==> config.mk <==
export PLATFORM = sky130hd
export DESIGN_NAME = smft_top
export DESIGN_NICKNAME = d
export VERILOG_FILES = /design/src/include/smft_pkg.sv /design/src/rtl/smft_sync.sv /design/src/rtl/smft_top.sv
export SDC_FILE = /design/constraint.sdc
export NUM_CORES = 1
export LEC_CHECK = 0
export BUFFER_PORTS_ARGS = -buffer_cell sky130_fd_sc_hd__buf_4
export CORE_MARGIN = 1.5
export CORE_UTILIZATION = 62
export CTS_BUF_LIST = sky130_fd_sc_hd__clkbuf_2 sky130_fd_sc_hd__clkbuf_4 sky130_fd_sc_hd__clkbuf_8
export DETAILED_ROUTE_END_ITERATION = 12
export GPL_TIMING_DRIVEN = 0
export PLACE_DENSITY = 0.88
export SYNTH_ARGS = -nofsm -noshare
export SYNTH_HDL_FRONTEND = slang
export SYNTH_SLANG_ARGS = --single-unit
==> constraint.sdc <==
create_clock -name core_clk_in -period 4.72 [get_ports core_clk_in]
set_input_delay 0 -clock core_clk_in [delete_from_list [all_inputs] [get_ports core_clk_in]]
set_output_delay 0 -clock core_clk_in [all_outputs]
set_load 0.005 [all_outputs]
==> src/include/smft_pkg.sv <==
// package for the smbus target front end with staged fan configuration
// assumes a 100 mhz core clock; all constants are read as smft_pkg::name
package smft_pkg;
   // core clock period in ns
   localparam int CLK_PERIOD_NS = 10;
   // stuck-bus window, least figure in ms, rounded up to cycles
   localparam int TIMEOUT_MIN_MS = 25;
   localparam int TIMEOUT_MAX_MS = 35;
   localparam int TIMEOUT_CYC = (TIMEOUT_MIN_MS * 1000000 + CLK_PERIOD_NS - 1) / CLK_PERIOD_NS;
   // power-on delay, longest figure, rounded down
   localparam int POR_MS = 500;
   localparam int POR_CYC = (POR_MS * 1000000) / CLK_PERIOD_NS;
   // target addresses
   localparam logic [6:0] ADDR_DEFAULT = 7'h2e;
   localparam logic [6:0] ADDR_SEL_LOW = 7'h2c;
   localparam logic [6:0] ADDR_SEL_HIGH = 7'h2d;
   localparam logic [4:0] ADDR_PREFIX = 5'h0b;
   // register map
   localparam logic [7:0] REG_CTRL = 8'h40;
   localparam logic [7:0] FAN_FIRST = 8'h5c;
   localparam logic [7:0] FAN_LAST = 8'h6e;
   localparam int FAN_COUNT = 19;
   localparam int CTRL_START_BIT = 0;
   localparam int CTRL_LOCK_BIT = 1;
   localparam logic [7:0] FAN_RESET = 8'h00;
   // bus engine states
   typedef enum logic [4:0] {
      SM_IDLE = 5'b00001,
      SM_ADDR = 5'b00010,
      SM_ACK = 5'b00100,
      SM_DATA = 5'b01000,
      SM_SEND = 5'b10000
   } smft_state_type;
endpackage

==> src/rtl/smft_sync.sv <==
// two-flop synchroniser for one bit from outside the core clock
// assumes nothing but core_clk_in, rst_n_in and the ce_in enable
`timescale 1ns/10ps
module smft_sync (
   input wire logic core_clk_in,
   input wire logic rst_n_in,
   input wire logic ce_in,
   input wire logic d_in,
   output logic q_out
);
   logic meta_reg; // first stage, read only by q_out
   // both stages idle high like a pulled-up line
   always_ff @(posedge core_clk_in or negedge rst_n_in) begin
      if (!rst_n_in) begin
         meta_reg <= 1'b1;
         q_out <= 1'b1;
      end else if (ce_in) begin
         meta_reg <= d_in;
         q_out <= meta_reg;
      end
   end
endmodule

==> src/rtl/smft_top.sv <==
// smbus target front end: address straps, stuck-bus timeout, staged fan config
// assumes open-drain scl/sda and straps resolved outside; pins are asynchronous
// Summary of operation
// - bus low past timeout resets engine, releases data
// - operational within 500 ms after reset
// - fan drive 3 pin powers up as strap input
// - strap high locks default address 2eh
// - strap low picks 2ch or 2dh by select
// - latch only on first prefix-matching transaction
// - fan drive 3 stays high until first transaction
// - shared pins resume fan use after first transaction at 2eh only
// - non-default address disables tach 4, drive 3
// - strap high later reverts to 2eh after five bits
// - staged writes not applied until start flag set
// - start applies registers 5ch through 6eh
// - lock flag protects fan registers after start
// - groups 5c-5e, 5f-61, 62-63 are staged
// - groups 64-66, 67-69, 6a-6c, 6d-6e are staged
`timescale 1ns/10ps
module smft_top #(
   parameter int TIMEOUT_CYCLES = smft_pkg::TIMEOUT_CYC,
   parameter int POR_CYCLES = smft_pkg::POR_CYC
) (
   input wire logic core_clk_in,
   input wire logic rst_n_in,
   input wire logic ce_in,
   input wire logic scl_in,
   input wire logic sda_in,
   output logic sda_oe_n_out,
   input wire logic drive3_pin_in,
   output logic drive3_oe_n_out,
   input wire logic fan_speed_in_4,
   input wire logic fan_drive_3_req_in,
   output logic fan_drive_out_3,
   output logic fan_speed_4_valid_out,
   output logic [6:0] target_addr_out,
   output logic addr_latched_out,
   output logic ready_out,
   output logic fan_started_out,
   output logic fan_locked_out,
   output logic [8*smft_pkg::FAN_COUNT-1:0] fan_active_cfg_out
);
   // synchronised pins
   logic scl_s, sda_s, strap_s, sel_s;
   smft_sync u_scl (.core_clk_in(core_clk_in), .rst_n_in(rst_n_in), .ce_in(ce_in), .d_in(scl_in), .q_out(scl_s));
   smft_sync u_sda (.core_clk_in(core_clk_in), .rst_n_in(rst_n_in), .ce_in(ce_in), .d_in(sda_in), .q_out(sda_s));
   smft_sync u_ae (.core_clk_in(core_clk_in), .rst_n_in(rst_n_in), .ce_in(ce_in), .d_in(drive3_pin_in),
      .q_out(strap_s));
   smft_sync u_as (.core_clk_in(core_clk_in), .rst_n_in(rst_n_in), .ce_in(ce_in), .d_in(fan_speed_in_4),
      .q_out(sel_s));

   // bus engine state
   smft_pkg::smft_state_type state_reg, state_next;
   logic scl_d_reg, scl_d_next; // previous scl for edges
   logic sda_d_reg, sda_d_next; // previous sda for start/stop
   logic [3:0] bit_cnt_reg, bit_cnt_next; // bit within byte
   logic [7:0] shift_reg, shift_next; // incoming byte
   logic [7:0] ptr_reg, ptr_next; // register pointer
   logic [1:0] byte_idx_reg, byte_idx_next; // byte in transaction: 0 addr, 1 ptr, 2+ data
   logic rd_reg, rd_next; // current transaction is a read
   logic [7:0] tx_reg, tx_next; // outgoing read byte
   logic sda_oe_n_next;
   logic [31:0] low_cnt_reg, low_cnt_next; // stuck-low counter
   // address handling
   logic [6:0] addr_reg, addr_next;
   logic latched_reg, latched_next;
   logic first_done_reg, first_done_next; // first transaction finished
   logic in_txn_reg, in_txn_next; // our transaction in progress
   logic [31:0] por_cnt_reg, por_cnt_next;
   logic ready_next;
   // fan staging
   logic [7:0] stage_mem [smft_pkg::FAN_COUNT];
   logic [7:0] stage_next [smft_pkg::FAN_COUNT];
   logic [7:0] active_mem [smft_pkg::FAN_COUNT];
   logic [7:0] active_next [smft_pkg::FAN_COUNT];
   logic start_reg, start_next;
   logic lock_reg, lock_next;
   logic drive3_next, speed4_next;

   // bus events on synchronised lines
   logic scl_rise, scl_fall, start_cond, stop_cond;
   assign scl_rise = scl_s && !scl_d_reg;
   assign scl_fall = !scl_s && scl_d_reg;
   assign start_cond = scl_s && scl_d_reg && sda_d_reg && !sda_s;
   assign stop_cond = scl_s && scl_d_reg && !sda_d_reg && sda_s;

   // address candidate from straps; strap high forces default
   logic [6:0] addr_pick;
   always_comb begin
      if (strap_s) begin
         addr_pick = smft_pkg::ADDR_DEFAULT;
      end else if (sel_s) begin
         addr_pick = smft_pkg::ADDR_SEL_HIGH;
      end else begin
         addr_pick = smft_pkg::ADDR_SEL_LOW;
      end
   end

   // effective compare address: before latch, the strap choice
   logic [6:0] addr_cmp;
   assign addr_cmp = latched_reg ? addr_reg : addr_pick;

   // register read mux
   function automatic logic [7:0] read_byte(input logic [7:0] p);
      logic [7:0] v;
      v = 8'h00;
      if (p == smft_pkg::REG_CTRL) begin
         v = {5'h00, ready_out, lock_reg, start_reg};
      end else if (p >= smft_pkg::FAN_FIRST && p <= smft_pkg::FAN_LAST) begin
         v = stage_mem[5'(p - smft_pkg::FAN_FIRST)];
      end
      return v;
   endfunction

   // next-state logic of bus engine, address latch and fan staging
   always_comb begin
      state_next = state_reg;
      scl_d_next = scl_s;
      sda_d_next = sda_s;
      bit_cnt_next = bit_cnt_reg;
      shift_next = shift_reg;
      ptr_next = ptr_reg;
      byte_idx_next = byte_idx_reg;
      rd_next = rd_reg;
      tx_next = tx_reg;
      sda_oe_n_next = sda_oe_n_out;
      addr_next = addr_reg;
      latched_next = latched_reg;
      first_done_next = first_done_reg;
      in_txn_next = in_txn_reg;
      start_next = start_reg;
      lock_next = lock_reg;
      stage_next = stage_mem;
      active_next = active_mem;
      // stuck-bus counter runs while either line is low
      low_cnt_next = (!scl_s || !sda_s) ? low_cnt_reg + 32'h1 : 32'h0;
      // power-on delay counter
      por_cnt_next = (por_cnt_reg < 32'(POR_CYCLES)) ? por_cnt_reg + 32'h1 : por_cnt_reg;
      ready_next = (por_cnt_reg >= 32'(POR_CYCLES));
      if (!ready_out) begin
         state_next = smft_pkg::SM_IDLE; // engine held until operational
      end else if (low_cnt_reg >= 32'(TIMEOUT_CYCLES)) begin
         state_next = smft_pkg::SM_IDLE;
         sda_oe_n_next = 1'b1;
         in_txn_next = 1'b0;
         low_cnt_next = 32'h0;
      end else if (start_cond) begin
         state_next = smft_pkg::SM_ADDR;
         bit_cnt_next = 4'h0;
         byte_idx_next = 2'h0;
         sda_oe_n_next = 1'b1;
      end else if (stop_cond) begin
         state_next = smft_pkg::SM_IDLE;
         sda_oe_n_next = 1'b1;
         if (in_txn_reg) begin
            first_done_next = 1'b1;
         end
         in_txn_next = 1'b0;
      end else begin
         unique case (state_reg)
            smft_pkg::SM_IDLE: begin
               sda_oe_n_next = 1'b1; // idle: line released
            end
            smft_pkg::SM_ADDR, smft_pkg::SM_DATA: begin
               if (scl_rise) begin
                  shift_next = {shift_reg[6:0], sda_s};
                  bit_cnt_next = bit_cnt_reg + 4'h1;
                  // after five address bits, apply late strap change
                  if (state_reg == smft_pkg::SM_ADDR && bit_cnt_reg == 4'h4 && latched_reg && strap_s) begin
                     addr_next = smft_pkg::ADDR_DEFAULT;
                  end
               end else if (scl_fall && bit_cnt_reg == 4'h8) begin
                  bit_cnt_next = 4'h0;
                  if (state_reg == smft_pkg::SM_ADDR) begin
                     // prefix match alone latches the strap choice; only a full match is acked
                     if (shift_reg[7:3] == smft_pkg::ADDR_PREFIX && !latched_reg) begin
                        addr_next = addr_pick;
                        latched_next = 1'b1;
                     end
                     if (shift_reg[7:1] == addr_cmp && shift_reg[7:3] == smft_pkg::ADDR_PREFIX) begin
                        in_txn_next = 1'b1;
                        rd_next = shift_reg[0];
                        tx_next = read_byte(ptr_reg);
                        sda_oe_n_next = 1'b0;
                        state_next = smft_pkg::SM_ACK;
                     end else begin
                        state_next = smft_pkg::SM_IDLE; // not ours
                     end
                  end else begin
                     sda_oe_n_next = 1'b0; // ack data byte
                     state_next = smft_pkg::SM_ACK;
                     if (byte_idx_reg == 2'h1) begin
                        ptr_next = shift_reg;
                     end else if (ptr_reg == smft_pkg::REG_CTRL) begin
                        // control: start and lock are set-only
                        if (shift_reg[smft_pkg::CTRL_START_BIT] && !lock_reg) begin
                           start_next = 1'b1;
                           active_next = stage_mem;
                        end
                        if (shift_reg[smft_pkg::CTRL_LOCK_BIT] && start_reg) begin
                           lock_next = 1'b1;
                        end
                        ptr_next = ptr_reg + 8'h1;
                     end else begin
                        if (ptr_reg >= smft_pkg::FAN_FIRST && ptr_reg <= smft_pkg::FAN_LAST && !lock_reg) begin
                           stage_next[5'(ptr_reg - smft_pkg::FAN_FIRST)] = shift_reg;
                        end
                        ptr_next = ptr_reg + 8'h1;
                     end
                  end
                  if (byte_idx_reg != 2'h3) begin
                     byte_idx_next = byte_idx_reg + 2'h1;
                  end
               end
            end
            smft_pkg::SM_ACK: begin
               // release ack on falling edge, then read or receive
               if (scl_fall) begin
                  if (rd_reg) begin
                     sda_oe_n_next = tx_reg[7];
                     tx_next = {tx_reg[6:0], 1'b1};
                     bit_cnt_next = 4'h1;
                     state_next = smft_pkg::SM_SEND;
                  end else begin
                     sda_oe_n_next = 1'b1;
                     state_next = smft_pkg::SM_DATA;
                  end
               end
            end
            smft_pkg::SM_SEND: begin
               // shift read byte, then watch host ack
               if (scl_fall) begin
                  if (bit_cnt_reg == 4'h8) begin
                     sda_oe_n_next = 1'b1;
                     bit_cnt_next = 4'h9;
                  end else if (bit_cnt_reg == 4'h9) begin
                     ptr_next = ptr_reg + 8'h1;
                     tx_next = read_byte(ptr_reg + 8'h1);
                     state_next = smft_pkg::SM_ACK;
                     sda_oe_n_next = 1'b1;
                  end else begin
                     sda_oe_n_next = tx_reg[7];
                     tx_next = {tx_reg[6:0], 1'b1};
                     bit_cnt_next = bit_cnt_reg + 4'h1;
                  end
               end else if (scl_rise && bit_cnt_reg == 4'h9 && sda_s) begin
                  state_next = smft_pkg::SM_IDLE; // host nack ends read
               end
            end
         endcase
      end
      // shared pins: strap input until first transaction, then fan use at the default address only
      if (!first_done_reg || addr_reg != smft_pkg::ADDR_DEFAULT) begin
         drive3_next = 1'b1;
         speed4_next = 1'b0;
      end else begin
         drive3_next = fan_drive_3_req_in;
         speed4_next = 1'b1;
      end
   end

   // registers of engine, address latch and fan staging, frozen while ce is low
   always_ff @(posedge core_clk_in or negedge rst_n_in) begin
      if (!rst_n_in) begin
         state_reg <= smft_pkg::SM_IDLE;
         scl_d_reg <= 1'b1;
         sda_d_reg <= 1'b1;
         bit_cnt_reg <= 4'h0;
         shift_reg <= 8'h00;
         ptr_reg <= 8'h00;
         byte_idx_reg <= 2'h0;
         rd_reg <= 1'b0;
         tx_reg <= 8'hff;
         sda_oe_n_out <= 1'b1;
         low_cnt_reg <= 32'h0;
         addr_reg <= smft_pkg::ADDR_DEFAULT;
         latched_reg <= 1'b0;
         first_done_reg <= 1'b0;
         in_txn_reg <= 1'b0;
         por_cnt_reg <= 32'h0;
         ready_out <= 1'b0;
         start_reg <= 1'b0;
         lock_reg <= 1'b0;
         drive3_oe_n_out <= 1'b1;
         fan_drive_out_3 <= 1'b1;
         fan_speed_4_valid_out <= 1'b0;
         for (int i = 0; i < smft_pkg::FAN_COUNT; i++) begin
            stage_mem[i] <= smft_pkg::FAN_RESET;
            active_mem[i] <= smft_pkg::FAN_RESET;
         end
      end else if (ce_in) begin
         state_reg <= state_next;
         scl_d_reg <= scl_d_next;
         sda_d_reg <= sda_d_next;
         bit_cnt_reg <= bit_cnt_next;
         shift_reg <= shift_next;
         ptr_reg <= ptr_next;
         byte_idx_reg <= byte_idx_next;
         rd_reg <= rd_next;
         tx_reg <= tx_next;
         sda_oe_n_out <= sda_oe_n_next;
         low_cnt_reg <= low_cnt_next;
         addr_reg <= addr_next;
         latched_reg <= latched_next;
         first_done_reg <= first_done_next;
         in_txn_reg <= in_txn_next;
         por_cnt_reg <= por_cnt_next;
         ready_out <= ready_next;
         start_reg <= start_next;
         lock_reg <= lock_next;
         drive3_oe_n_out <= drive3_next;
         fan_drive_out_3 <= drive3_next;
         fan_speed_4_valid_out <= speed4_next;
         stage_mem <= stage_next;
         active_mem <= active_next;
      end
   end

   // mirrored status outputs, registered copies
   always_ff @(posedge core_clk_in or negedge rst_n_in) begin
      if (!rst_n_in) begin
         target_addr_out <= smft_pkg::ADDR_DEFAULT;
         addr_latched_out <= 1'b0;
         fan_started_out <= 1'b0;
         fan_locked_out <= 1'b0;
      end else if (ce_in) begin
         target_addr_out <= addr_next;
         addr_latched_out <= latched_next;
         fan_started_out <= start_next;
         fan_locked_out <= lock_next;
      end
   end

   // active fan config flattened, one slice per entry
   for (genvar g = 0; g < smft_pkg::FAN_COUNT; g++) begin : g_act
      always_ff @(posedge core_clk_in or negedge rst_n_in) begin
         if (!rst_n_in) begin
            fan_active_cfg_out[8*g +: 8] <= smft_pkg::FAN_RESET;
         end else if (ce_in) begin
            fan_active_cfg_out[8*g +: 8] <= active_next[g];
         end
      end
   end
endmodule

==> flow_summary_export.csv, run 1 <==
group,metric,value,unit
global_route,antenna_found_initial,0,
cts,cts_root_buf,"clkbuf_8",
drt,wl,60000,um
finish,reg_top3,"fan_active_cfg_out x152, stage_mem x152",
synth,syn_area_per_cell,12.7,sq um
job,cap_violations,0,
die,die_height,187,um
timing,fmax,216,MHz
cts,htree_levels,3,
worst_setup_path,required,5.27,ns
die,initial_utilization,62.7,%
synth,synth_cell_types,73,
hold_path,min_path_cells,3,
timing,slew_viol_final,0,
worst_setup_path,end_kind,"register",
drt,vias,15538,
drt,drc,0,
die,die_w,187,um
finish,syn2layout_area_growth,17.3,%
finish,nNetsFinal,1925,
die,placementRows,67,
synth,ys_seq_elements,425,
synth,async_reset_ff_share,100,%
drt,wl_per_cell,25.0,um
outcome,status,"complete, no violations",
worst_setup_path,rr_startpoint,"ptr_reg[0]$_DFFE_PN0P_",
worst_setup_path,critPathLaunchType,"register",
power,vdd_ir_drop_max,0.266,mV
timing,relSlewSlack,26.5,%
synth,ys_warn_count,0,
placement,gp_congestion,1.01,
cts,path_clk_slew,0.06,ns
timing,finalCritPeriodShare,98.0,%
global_route,grt_pass1_vias,16076,
placement,numPortBuffers,169,
synth,syn_inst,1644,
worst_setup_path,cp_max_fo,10,
timing,finalSetupViolations,0,
timing,tightest_slew,1.10,ns
timing,layout_min_cycle_time,4.63,ns
global_route,grt-ovfl-total,0,
drt,dr.pass1.iters,6,
drt,vias_per_cell,6.47,
timing,rsz0062_at_grt,"false",
hold_path,holdPathEnd,"u_sda.meta_reg$_DFFE_PN1P_",
cts,cts_sinks,425,
hold_path,hp-start,"sda_in",
power,cellPowerDensity,321,nW/um^2
worst_setup_path,worstPathArrival,5.18,ns
worst_setup_path,r2r_slack,0.09,ns
global_route,grt_pass1_wl,93900,um
timing,fin_hold_ws,0.168,ns
cts,clk-insertion-delay-late,0.64,ns
cts,cts_tree,"built",
finish,layout-drive-gt1-share,39.6,%
die,dieArea,34800,sq um
global_route,grt_max_degree,133,
finish,n_fill_cell,2169,
synth,synth_flop_cell,"dfrtp_1",
finish,final_area,24500,sq um
finish,antenna_cells,0,
cts,cts_buffers,70,
hold_path,hold_path_class,"input pin to register",
power,leakagePower,0.0119,uW
drt,ant_nets,0,
global_route,grt_use_total,35.1,%
die,io_pins,175,
synth,synth_seq_area_share,51.0,%
synth,synth_edf_count,0,
worst_setup_path,path_class,"register to register",
worst_setup_path,reg2reg_depth,13,
drt,drtIter0Drc,1466,
synth,syn_area,20900,sq um
placement,hpwlAfterDp,41600,um
cts,cts.path.max_buffers,3,
die,core_region_area,33400,sq um
worst_setup_path,r2r-end,"tx_reg[7]$_DFFE_PN1P_",
timing,clock-skew-final,0.0413,ns
timing,hold_viol_final,0,
placement,placed_area,22800,sq um
## cell usage after synthesis, types with 8 or more instances
master | n | area, sq um
a21oi_1 | 45 | 225
inv_1 | 28 | 105
nand3_1 | 46 | 230
ha_1 | 19 | 238
clkbuf_1 | 66 | 248
and3_1 | 22 | 138
mux2i_1 | 23 | 230
dfrtp_1 | 403 | 10100
buf_1 | 15 | 56.3
o31ai_1 | 16 | 120
mux4_2 | 64 | 1440
nor4_1 | 9 | 56.3
buf_2 | 11 | 55.1
xor2_1 | 8 | 70.1
xnor2_1 | 27 | 236
nor3_1 | 29 | 145
nand2_1 | 108 | 405
nand2b_1 | 9 | 56.3
and2_1 | 10 | 62.6
nor2_1 | 67 | 251
o22ai_1 | 11 | 68.8
a221oi_1 | 8 | 70.1
dfstp_2 | 22 | 578
mux2_2 | 270 | 3040
nand4_1 | 25 | 156
a31oi_1 | 12 | 75.1
o21ai_0 | 69 | 345
mux2_4 | 69 | 1040
## worst max-delay path: stages (launching register included)
cell and delay, ns:
dfrtp_1 0.47, buf_2 0.33, buf_2 0.39, clkbuf_4 0.39, inv_2 0.18, ha_1 0.31, buf_2 0.26, clkdlybuf4s15_2 0.52
nor2_2 0.18, a221oi_1 0.56, o31a_1 0.26, o32a_1 0.20, o21ai_0 0.17, mux2_2 0.31
## metal layers
| layer | vias up | track usage, % | wire length, um |
|---|---|---|---|
| li1 | 6575 | - | - |
| met1 | 7832 | 44.3 | 22800 |
| met5 | - | 0 | 0 |
| met4 | 0 | 19.1 | 3360 |
| met2 | 889 | 57.4 | 29300 |
| met3 | 242 | 6.79 | 4520 |
## through the flow
stage / util, % / setup slack (ns) / setup TNS (ns) / std cells / total power [uW]
after floorplan: - / 0.636 / 0 / 1647 / 4180
after global placement: 68.2 / -1.24 / -141.41 / 2264 / 4380
after detailed placement: 68.5 / -1.21 / -8.43 / 2267 / 4410
after CTS: 73.4 / 0.0868 / 0 / 2400 / 7890
after global routing: 73.5 / 0.00430 / 0 / 2400 / 8130
final: 73.5 / 0.0948 / 0 / 2400 / 7880
## report_power, final
part           internal [uW]  leakage, uW  total [uW]  switching, uW
Combinational            199      0.00524         567            369
Clock                   1960     0.000810        3510           1550
Sequential              3730      0.00584        3800           77.1
Total                   5880       0.0119        7880           2000
## layout by cell type (no fill, tap or decap), types with 27 or more instances in the layout
cell | Yosys | layout
dfrtp_1 | 403 | 403
mux2_2 | 270 | 270
buf_4 | 7 | 178
nand2_1 | 108 | 108
clkbuf_8 | 0 | 84
o21ai_0 | 69 | 69
mux2_4 | 69 | 69
nor2_1 | 67 | 66
mux4_2 | 64 | 64
clkbuf_1 | 66 | 60
nand3_1 | 46 | 46
a21oi_1 | 45 | 45
clkbuf_4 | 0 | 29
nor3_1 | 29 | 29
inv_1 | 28 | 28
xnor2_1 | 27 | 27
## cells by family after synthesis
family	after synthesis	share of synthesized area [%]
other	2	0.0359
DFF	425	51.0
AOI/OAI and AO/OA	225	6.89
buffers and inverters	137	2.90
muxes	426	27.5
xor gates and xnor gates	35	1.47
and+or+nand+nor	375	9.10
adders and majority gates	19	1.14
## worst max path at each step
stage,startpoint,to,slack [ns]
after floorplan,ptr_reg[0]$_DFFE_PN0P_,tx_reg[0]$_DFFE_PN1P_,0.64
after global placement,ptr_reg[0]$_DFFE_PN0P_,tx_reg[4]$_DFFE_PN1P_,-1.24
after detailed placement,ptr_reg[0]$_DFFE_PN0P_,tx_reg[0]$_DFFE_PN1P_,-1.21
after CTS,ptr_reg[0]$_DFFE_PN0P_,tx_reg[7]$_DFFE_PN1P_,0.09
after global routing,ptr_reg[0]$_DFFE_PN0P_,tx_reg[7]$_DFFE_PN1P_,0.004
final,ptr_reg[0]$_DFFE_PN0P_,tx_reg[7]$_DFFE_PN1P_,0.09
## timing repair
item                       CTS  global route
setup endpoints to repair    8             7
setup buffers                0             1
cloned                       0             0
resized for setup           12             5
hold endpoints to repair   304             0
pin swaps                    0             1
hold buffers                 9             0
## cell type report
cell class	instances	area [sq um]	share of cell area (%)
repair buffers	182	1470	6.01
multi-input cells	1085	9700	39.5
flip-flops and latches	425	10700	43.5
plain buffers	103	503	2.05
clock inverters	15	155	0.633
well taps	448	561	2.29
clock buffers	111	1360	5.54
inverters	31	116	0.474
No activity file was read; power rests on OpenSTA's default activity.
==> inputs of run 2 (changes only) <==
- BUFFER_PORTS_ARGS: -buffer_cell sky130_fd_sc_hd__buf_4 -> -buffer_cell sky130_fd_sc_hd__clkbuf_2
- CORE_UTILIZATION: 62 -> 30
- PLACE_DENSITY: 0.88 -> 0.52
==> run 2 against run 1 <==
Compared with the run above:
- sequential share of layout area fell by 0.78 points
- wire length rose by 8.7%
- sequential cell count did not move
- global-route usage fell by 17 points
- core utilization fell by 37 points
- worst setup slack improved by 0.084 ns
- clock skew rose by 0.019 ns
- critical endpoint is now tx_reg[5]$_DFFE_PN1P_
==> flow_summary_export.csv, run 2 (same netlist as run 1, synthesis figures left out) <==
group,metric,value,unit
global_route,grt_pass1_vias,15396,
outcome,status,"complete, no violations",
finish,n_fill_cell,6741,
global_route,grt-ovfl-total,0,
finish,nNetsFinal,1931,
cts,cts.path.max_buffers,3,
global_route,grt_pass1_wl,98600,um
power,sw_frac_of_total,25.0,%
cts,cts_sinks,425,
timing,finalCritPeriodShare,96.2,%
cts,clk-insertion-delay-late,0.70,ns
finish,final_common_cell,"dfrtp_1",
drt,drtIter0Drc,995,
finish,layout_common_cells,"403 x dfrtp_1, 270 x mux2_2, 171 x clkbuf_2",
drt,ant_nets,0,
timing,hold_viol_final,0,
power,leakagePower,0.0119,uW
finish,final_cells,2890,
cts,cts_root_buf,"clkbuf_8",
power,power_switching,2080,uW
worst_setup_path,end_kind,"register",
placement,hpwlAfterDp,47700,um
cts,htree_levels,3,
power,seqPwrFrac,45.7,%
drt,dr.pass1.iters,5,
worst_setup_path,worstPathArrival,5.13,ns
global_route,antenna_found_initial,3,
hold_path,hold_path_class,"input pin to register",
drt,wl_per_cell,22.6,um
timing,tightest_slew,1.10,ns
die,dieArea,71300,sq um
die,placementRows,96,
drt,vias_per_cell,5.13,
power,pwr-share-comb,6.9,%
power,internal_power,6240,uW
placement,gp_congestion,0.945,
drt,wl,65300,um
die,initial_utilization,30.4,%
die,die_w,267,um
power,power.total,8320,uW
drt,drc,0,
drt,vias,14832,
worst_setup_path,path_class,"register to register",
worst_setup_path,cp_max_fo,10,
die,io_pins,175,
finish,layout-drive-gt1-share,40.0,%
finish,reg_top3,"fan_active_cfg_out x152, stage_mem x152",
global_route,grt_max_degree,116,
cts,cts_tree,"built",
timing,finalSetupViolations,0,
timing,layout_min_cycle_time,4.54,ns
power,vdd_ir_drop_max,0.153,mV
timing,worst_slack,0.179,ns
cts,path_clk_slew,0.06,ns
finish,regArea,10700,sq um
job,cap_violations,0,
cts,cts_buffers,76,
global_route,grt_use_total,18.4,%
worst_setup_path,critPathLaunchType,"register",
die,core_region_area,68800,sq um
timing,rsz0062_at_grt,"false",
worst_setup_path,required,5.31,ns
finish,multi_input_area,9710,sq um
placement,numPortBuffers,169,
finish,syn2layout_area_growth,19.4,%
timing,fmax,220,MHz
timing,clock-skew-final,0.0600,ns
die,die_height,267,um
placement,place_ws,-1.38,ns
power,cellPowerDensity,333,nW/um^2
timing,slew_viol_final,0,
power,pwr-share-clk,47.4,%
timing,relSlewSlack,26.8,%
placement,dp.cells,2751,
[run 2: critical path, cell delays in order (launching register included)]
cell and delay [ns]:
dfrtp_1 0.47, ha_1 0.41, xor2_4 0.48, clkbuf_1 0.67, ha_1 0.40, xor2_1 0.39, xor2_2 0.11, buf_4 0.19
clkbuf_2 0.21, a221oi_1 0.45, o31ai_1 0.16, a21oi_1 0.16, o21ai_0 0.09, mux2_2 0.27
[run 2: worst paths after layout]
kind | end | from | depth (start not counted) | slack (ns)
setup / recovery | tx_reg[5]$_DFFE_PN1P_ | ptr_reg[0]$_DFFE_PN0P_ | 13 | 0.18
hold / removal | u_sda.meta_reg$_DFFE_PN1P_ | sda_in | 3 | 0.15
setup reg to reg | tx_reg[5]$_DFFE_PN1P_ | ptr_reg[0]$_DFFE_PN0P_ | 13 | 0.18
hold reg to reg | por_cnt_reg[30]$_DFFE_PN0P_ | por_cnt_reg[30]$_DFFE_PN0P_ | 1 | 0.45
max in group asynchronous | por_cnt_reg[9]$_DFFE_PN0P_ | rst_n_in | 5 | 3.04
min in group asynchronous | fan_active_cfg_out[116]$_DFFE_PN0P_ | rst_n_in | 4 | 0.61
[run 2: routing by layer]
metal | part of all wire [%] | GRT usage, %
met1 | 43 | 23.2
met2 | 50 | 31.5
met3 | 5.2 | 4.18
met4 | 2.5 | 5.54
met5 | 0 | 0
[run 2: timing repair]
item,in CTS,in global routing
setup endpoints to repair,75,8
hold buffers,8,0
setup buffers,0,1
hold endpoints to repair,309,0
pin swaps,0,1
resized for setup,14,10
[run 2: power groups by stage]
stage | combinational [uW] | sequential (uW) | clock, uW
final | 571 | 3800 | 3950
after global routing | 632 | 3810 | 4230
after CTS | 574 | 3800 | 4080
after detailed placement | 567 | 3860 | 0
after global placement | 540 | 3860 | 0
after floorplan | 341 | 3840 | 0
[run 2: final cells by class]
cell class / count / share of cell area (%)
Antenna cell: 1 / 0.0100
Buffer: 103 / 2.05
Clock buffer: 117 / 6.00
Clock inverter: 15 / 1.02
Inverter: 31 / 0.466
Multi-Input combinational cell: 1085 / 38.9
Sequential cell: 425 / 42.7
Tap cell: 931 / 4.66
Timing Repair Buffer: 182 / 4.21
[run 2: metrics by stage]
stage | utilization (%) | hold slack, ns | cell area [sq um] | TNS (ns)
global placement | 33.3 | 0.248 | 22900 | -2392.27
detailed placement | 33.5 | 0.140 | 23100 | -10.21
global route | 36.3 | 0.103 | 25000 | 0
CTS | 36.2 | 0.0725 | 24900 | 0
floorplan | - | -0.296 | 20900 | 0
finish | 36.3 | 0.150 | 25000 | 0
==> inputs of run 3 (changes only) <==
- CTS_BUF_LIST: sky130_fd_sc_hd__clkbuf_2 sky130_fd_sc_hd__clkbuf_4 sky130_fd_sc_hd__clkbuf_8 -> not set
==> run 3 against run 2 <==
Compared with the run above:
- combinational power barely moved
- clock skew fell by 0.0055 ns
- register-to-register slack improved by 0.05 ns
- power down 2.2%
- sequential power about the same
- design area shrank 0.75%
- critical path type unchanged
- critical endpoint unchanged
- largest power group is now registers
==> flow_summary_export.csv, run 3 (same netlist as run 1, synthesis figures left out) <==
group,metric,value,unit
outcome,status,"complete, no violations",
timing,relSlewSlack,27.2,%
worst_setup_path,worstPathArrival,5.05,ns
worst_setup_path,r2r-end,"tx_reg[5]$_DFFE_PN1P_",
finish,antenna_cells,0,
drt,vias_per_cell,5.16,
placement,hpwlAfterDp,47700,um
finish,layout_common_cells,"403 x dfrtp_1, 270 x mux2_2, 172 x clkbuf_2",
cts,htree_levels,2,
die,io_pins,175,
finish,syn2layout_area_growth,18.5,%
drt,vias,14675,
timing,fin_hold_ws,0.0175,ns
hold_path,hold_path_class,"input pin to async pin",
timing,hold_viol_final,0,
drt,drc,0,
timing,fmax,223,MHz
timing,layout_min_cycle_time,4.49,ns
cts,path_clk_slew,0.07,ns
global_route,antenna_found_initial,1,
finish,regArea,10700,sq um
drt,drtIter0Drc,1032,
drt,wl,65300,um
timing,rsz0062_at_grt,"false",
worst_setup_path,r2r_slack,0.23,ns
timing,slew_viol_final,0,
drt,wl_per_cell,22.9,um
power,cellPowerDensity,328,nW/um^2
placement,numPortBuffers,169,
worst_setup_path,rr_startpoint,"ptr_reg[0]$_DFFE_PN0P_",
worst_setup_path,reg2reg_depth,16,
drt,ant_nets,0,
drt,met1_length,27600,um
timing,setup_tns,0,ns
die,die_w,267,um
placement,placed_area,23100,sq um
drt,wl_met3,3330,um
timing,finalCritPeriodShare,95.2,%
global_route,grt_pass1_vias,15222,
global_route,grt-ovfl-total,0,
drt,met2_wirelength,32500,um
power,leakagePower,0.0117,uW
global_route,grt_pass1_wl,98400,um
power,vdd_ir_drop_max,0.244,mV
placement,place_ws,-1.38,ns
global_route,grt_max_degree,116,
timing,clock-skew-final,0.0545,ns
finish,final_cells,2846,
finish,n_fill_cell,6740,
finish,nNetsFinal,1903,
cts,clk-insertion-delay-late,0.62,ns
die,die_height,267,um
timing,tightest_slew,1.06,ns
cts,cts_buffers,48,
placement,dp.cells,2751,
worst_setup_path,cp_max_fo,19,
worst_setup_path,required,5.28,ns
finish,layout-drive-gt1-share,38.4,%
die,placementRows,96,
finish,final_area,24800,sq um
drt,dr.pass1.iters,7,
timing,worst_slack,0.228,ns
cts,cts.path.max_buffers,3,
worst_setup_path,path_class,"register to register",
finish,final_common_cell,"dfrtp_1",
worst_setup_path,critPathLaunch,"ptr_reg[0]$_DFFE_PN0P_",
die,initial_utilization,30.4,%
worst_setup_path,end_kind,"register",
cts,cts_tree,"built",
global_route,grt_use_total,18.3,%
cts,cts_sinks,425,
job,cap_violations,0,
cts,cts_root_buf,"clkbuf_16",
drt,top_layer,"met4",
worst_setup_path,critPathLaunchType,"register",
die,dieArea,71300,sq um
finish,reg_top3,"fan_active_cfg_out x152, stage_mem x152",
placement,gp_congestion,0.945,
timing,finalSetupViolations,0,
die,core_region_area,68800,sq um
finish,multi_input_area,9700,sq um
==> run 3: per-layer routing <==
layer | track usage (%) | vias to the layer above
met5 | 0 | -
met2 | 31.6 | 406
met3 | 3.44 | 105
met4 | 5.62 | 0
met1 | 23.2 | 7615
li1 | - | 6549
==> run 3: how the worst max path moves through the flow <==
stage                                             end  cells past startpoint
after floorplan                 tx_reg[0]$_DFFE_PN1P_                     16
after global placement    por_cnt_reg[15]$_DFFE_PN0P_                      1
after detailed placement        tx_reg[0]$_DFFE_PN1P_                     15
after CTS                       tx_reg[0]$_DFFE_PN1P_                     14
after global routing            tx_reg[5]$_DFFE_PN1P_                     16
final                           tx_reg[5]$_DFFE_PN1P_                     16
==> run 3: report_power, final <==
group          leakage [uW]  switching [uW]  internal [uW]
combinational       0.00512             374            197
sequential          0.00584            73.2           3730
clock              0.000774            1640           2130
==> run 3: metrics by stage <==
step           utilization [%]  power, uW
3_3_place_gp              33.3       4400
2_1_floorplan                -       4180
4_1_cts                   36.0       8260
6_report                  36.0       8140
5_1_grt                   36.0       8470
3_5_place_dp              33.5       4430
==> run 3: repair_timing <==
action,4_1_cts,5_1_grt
buffers inserted,0,1
setup endpoints to repair,51,8
endpoints found under the hold margin,143,0
pin swaps,0,1
hold buffers,7,0
resized for setup,16,8
==> run 3: area by class of cell <==
type,count,area share (%)
sequential,425,43.0
tap,931,4.70
timing repair buffer,181,4.20
inverter,31,0.469
buffer,104,2.08
clock inverter,28,1.04
multi-input combinational,1085,39.1
clock buffer,61,5.37
==> run 3: worst max-delay path, cell delays in order (launching register included) <==
cell	delay, ns
dfrtp_1	0.47
buf_2	0.36
buf_2	0.36
buf_4	0.40
nand3_1	0.14
xnor2_1	0.31
inv_1	0.08
ha_1	0.27
xor2_1	0.40
xor2_2	0.11
buf_4	0.19
clkbuf_2	0.21
a221oi_1	0.46
o31ai_1	0.15
a21oi_1	0.16
o21ai_0	0.09
mux2_2	0.27
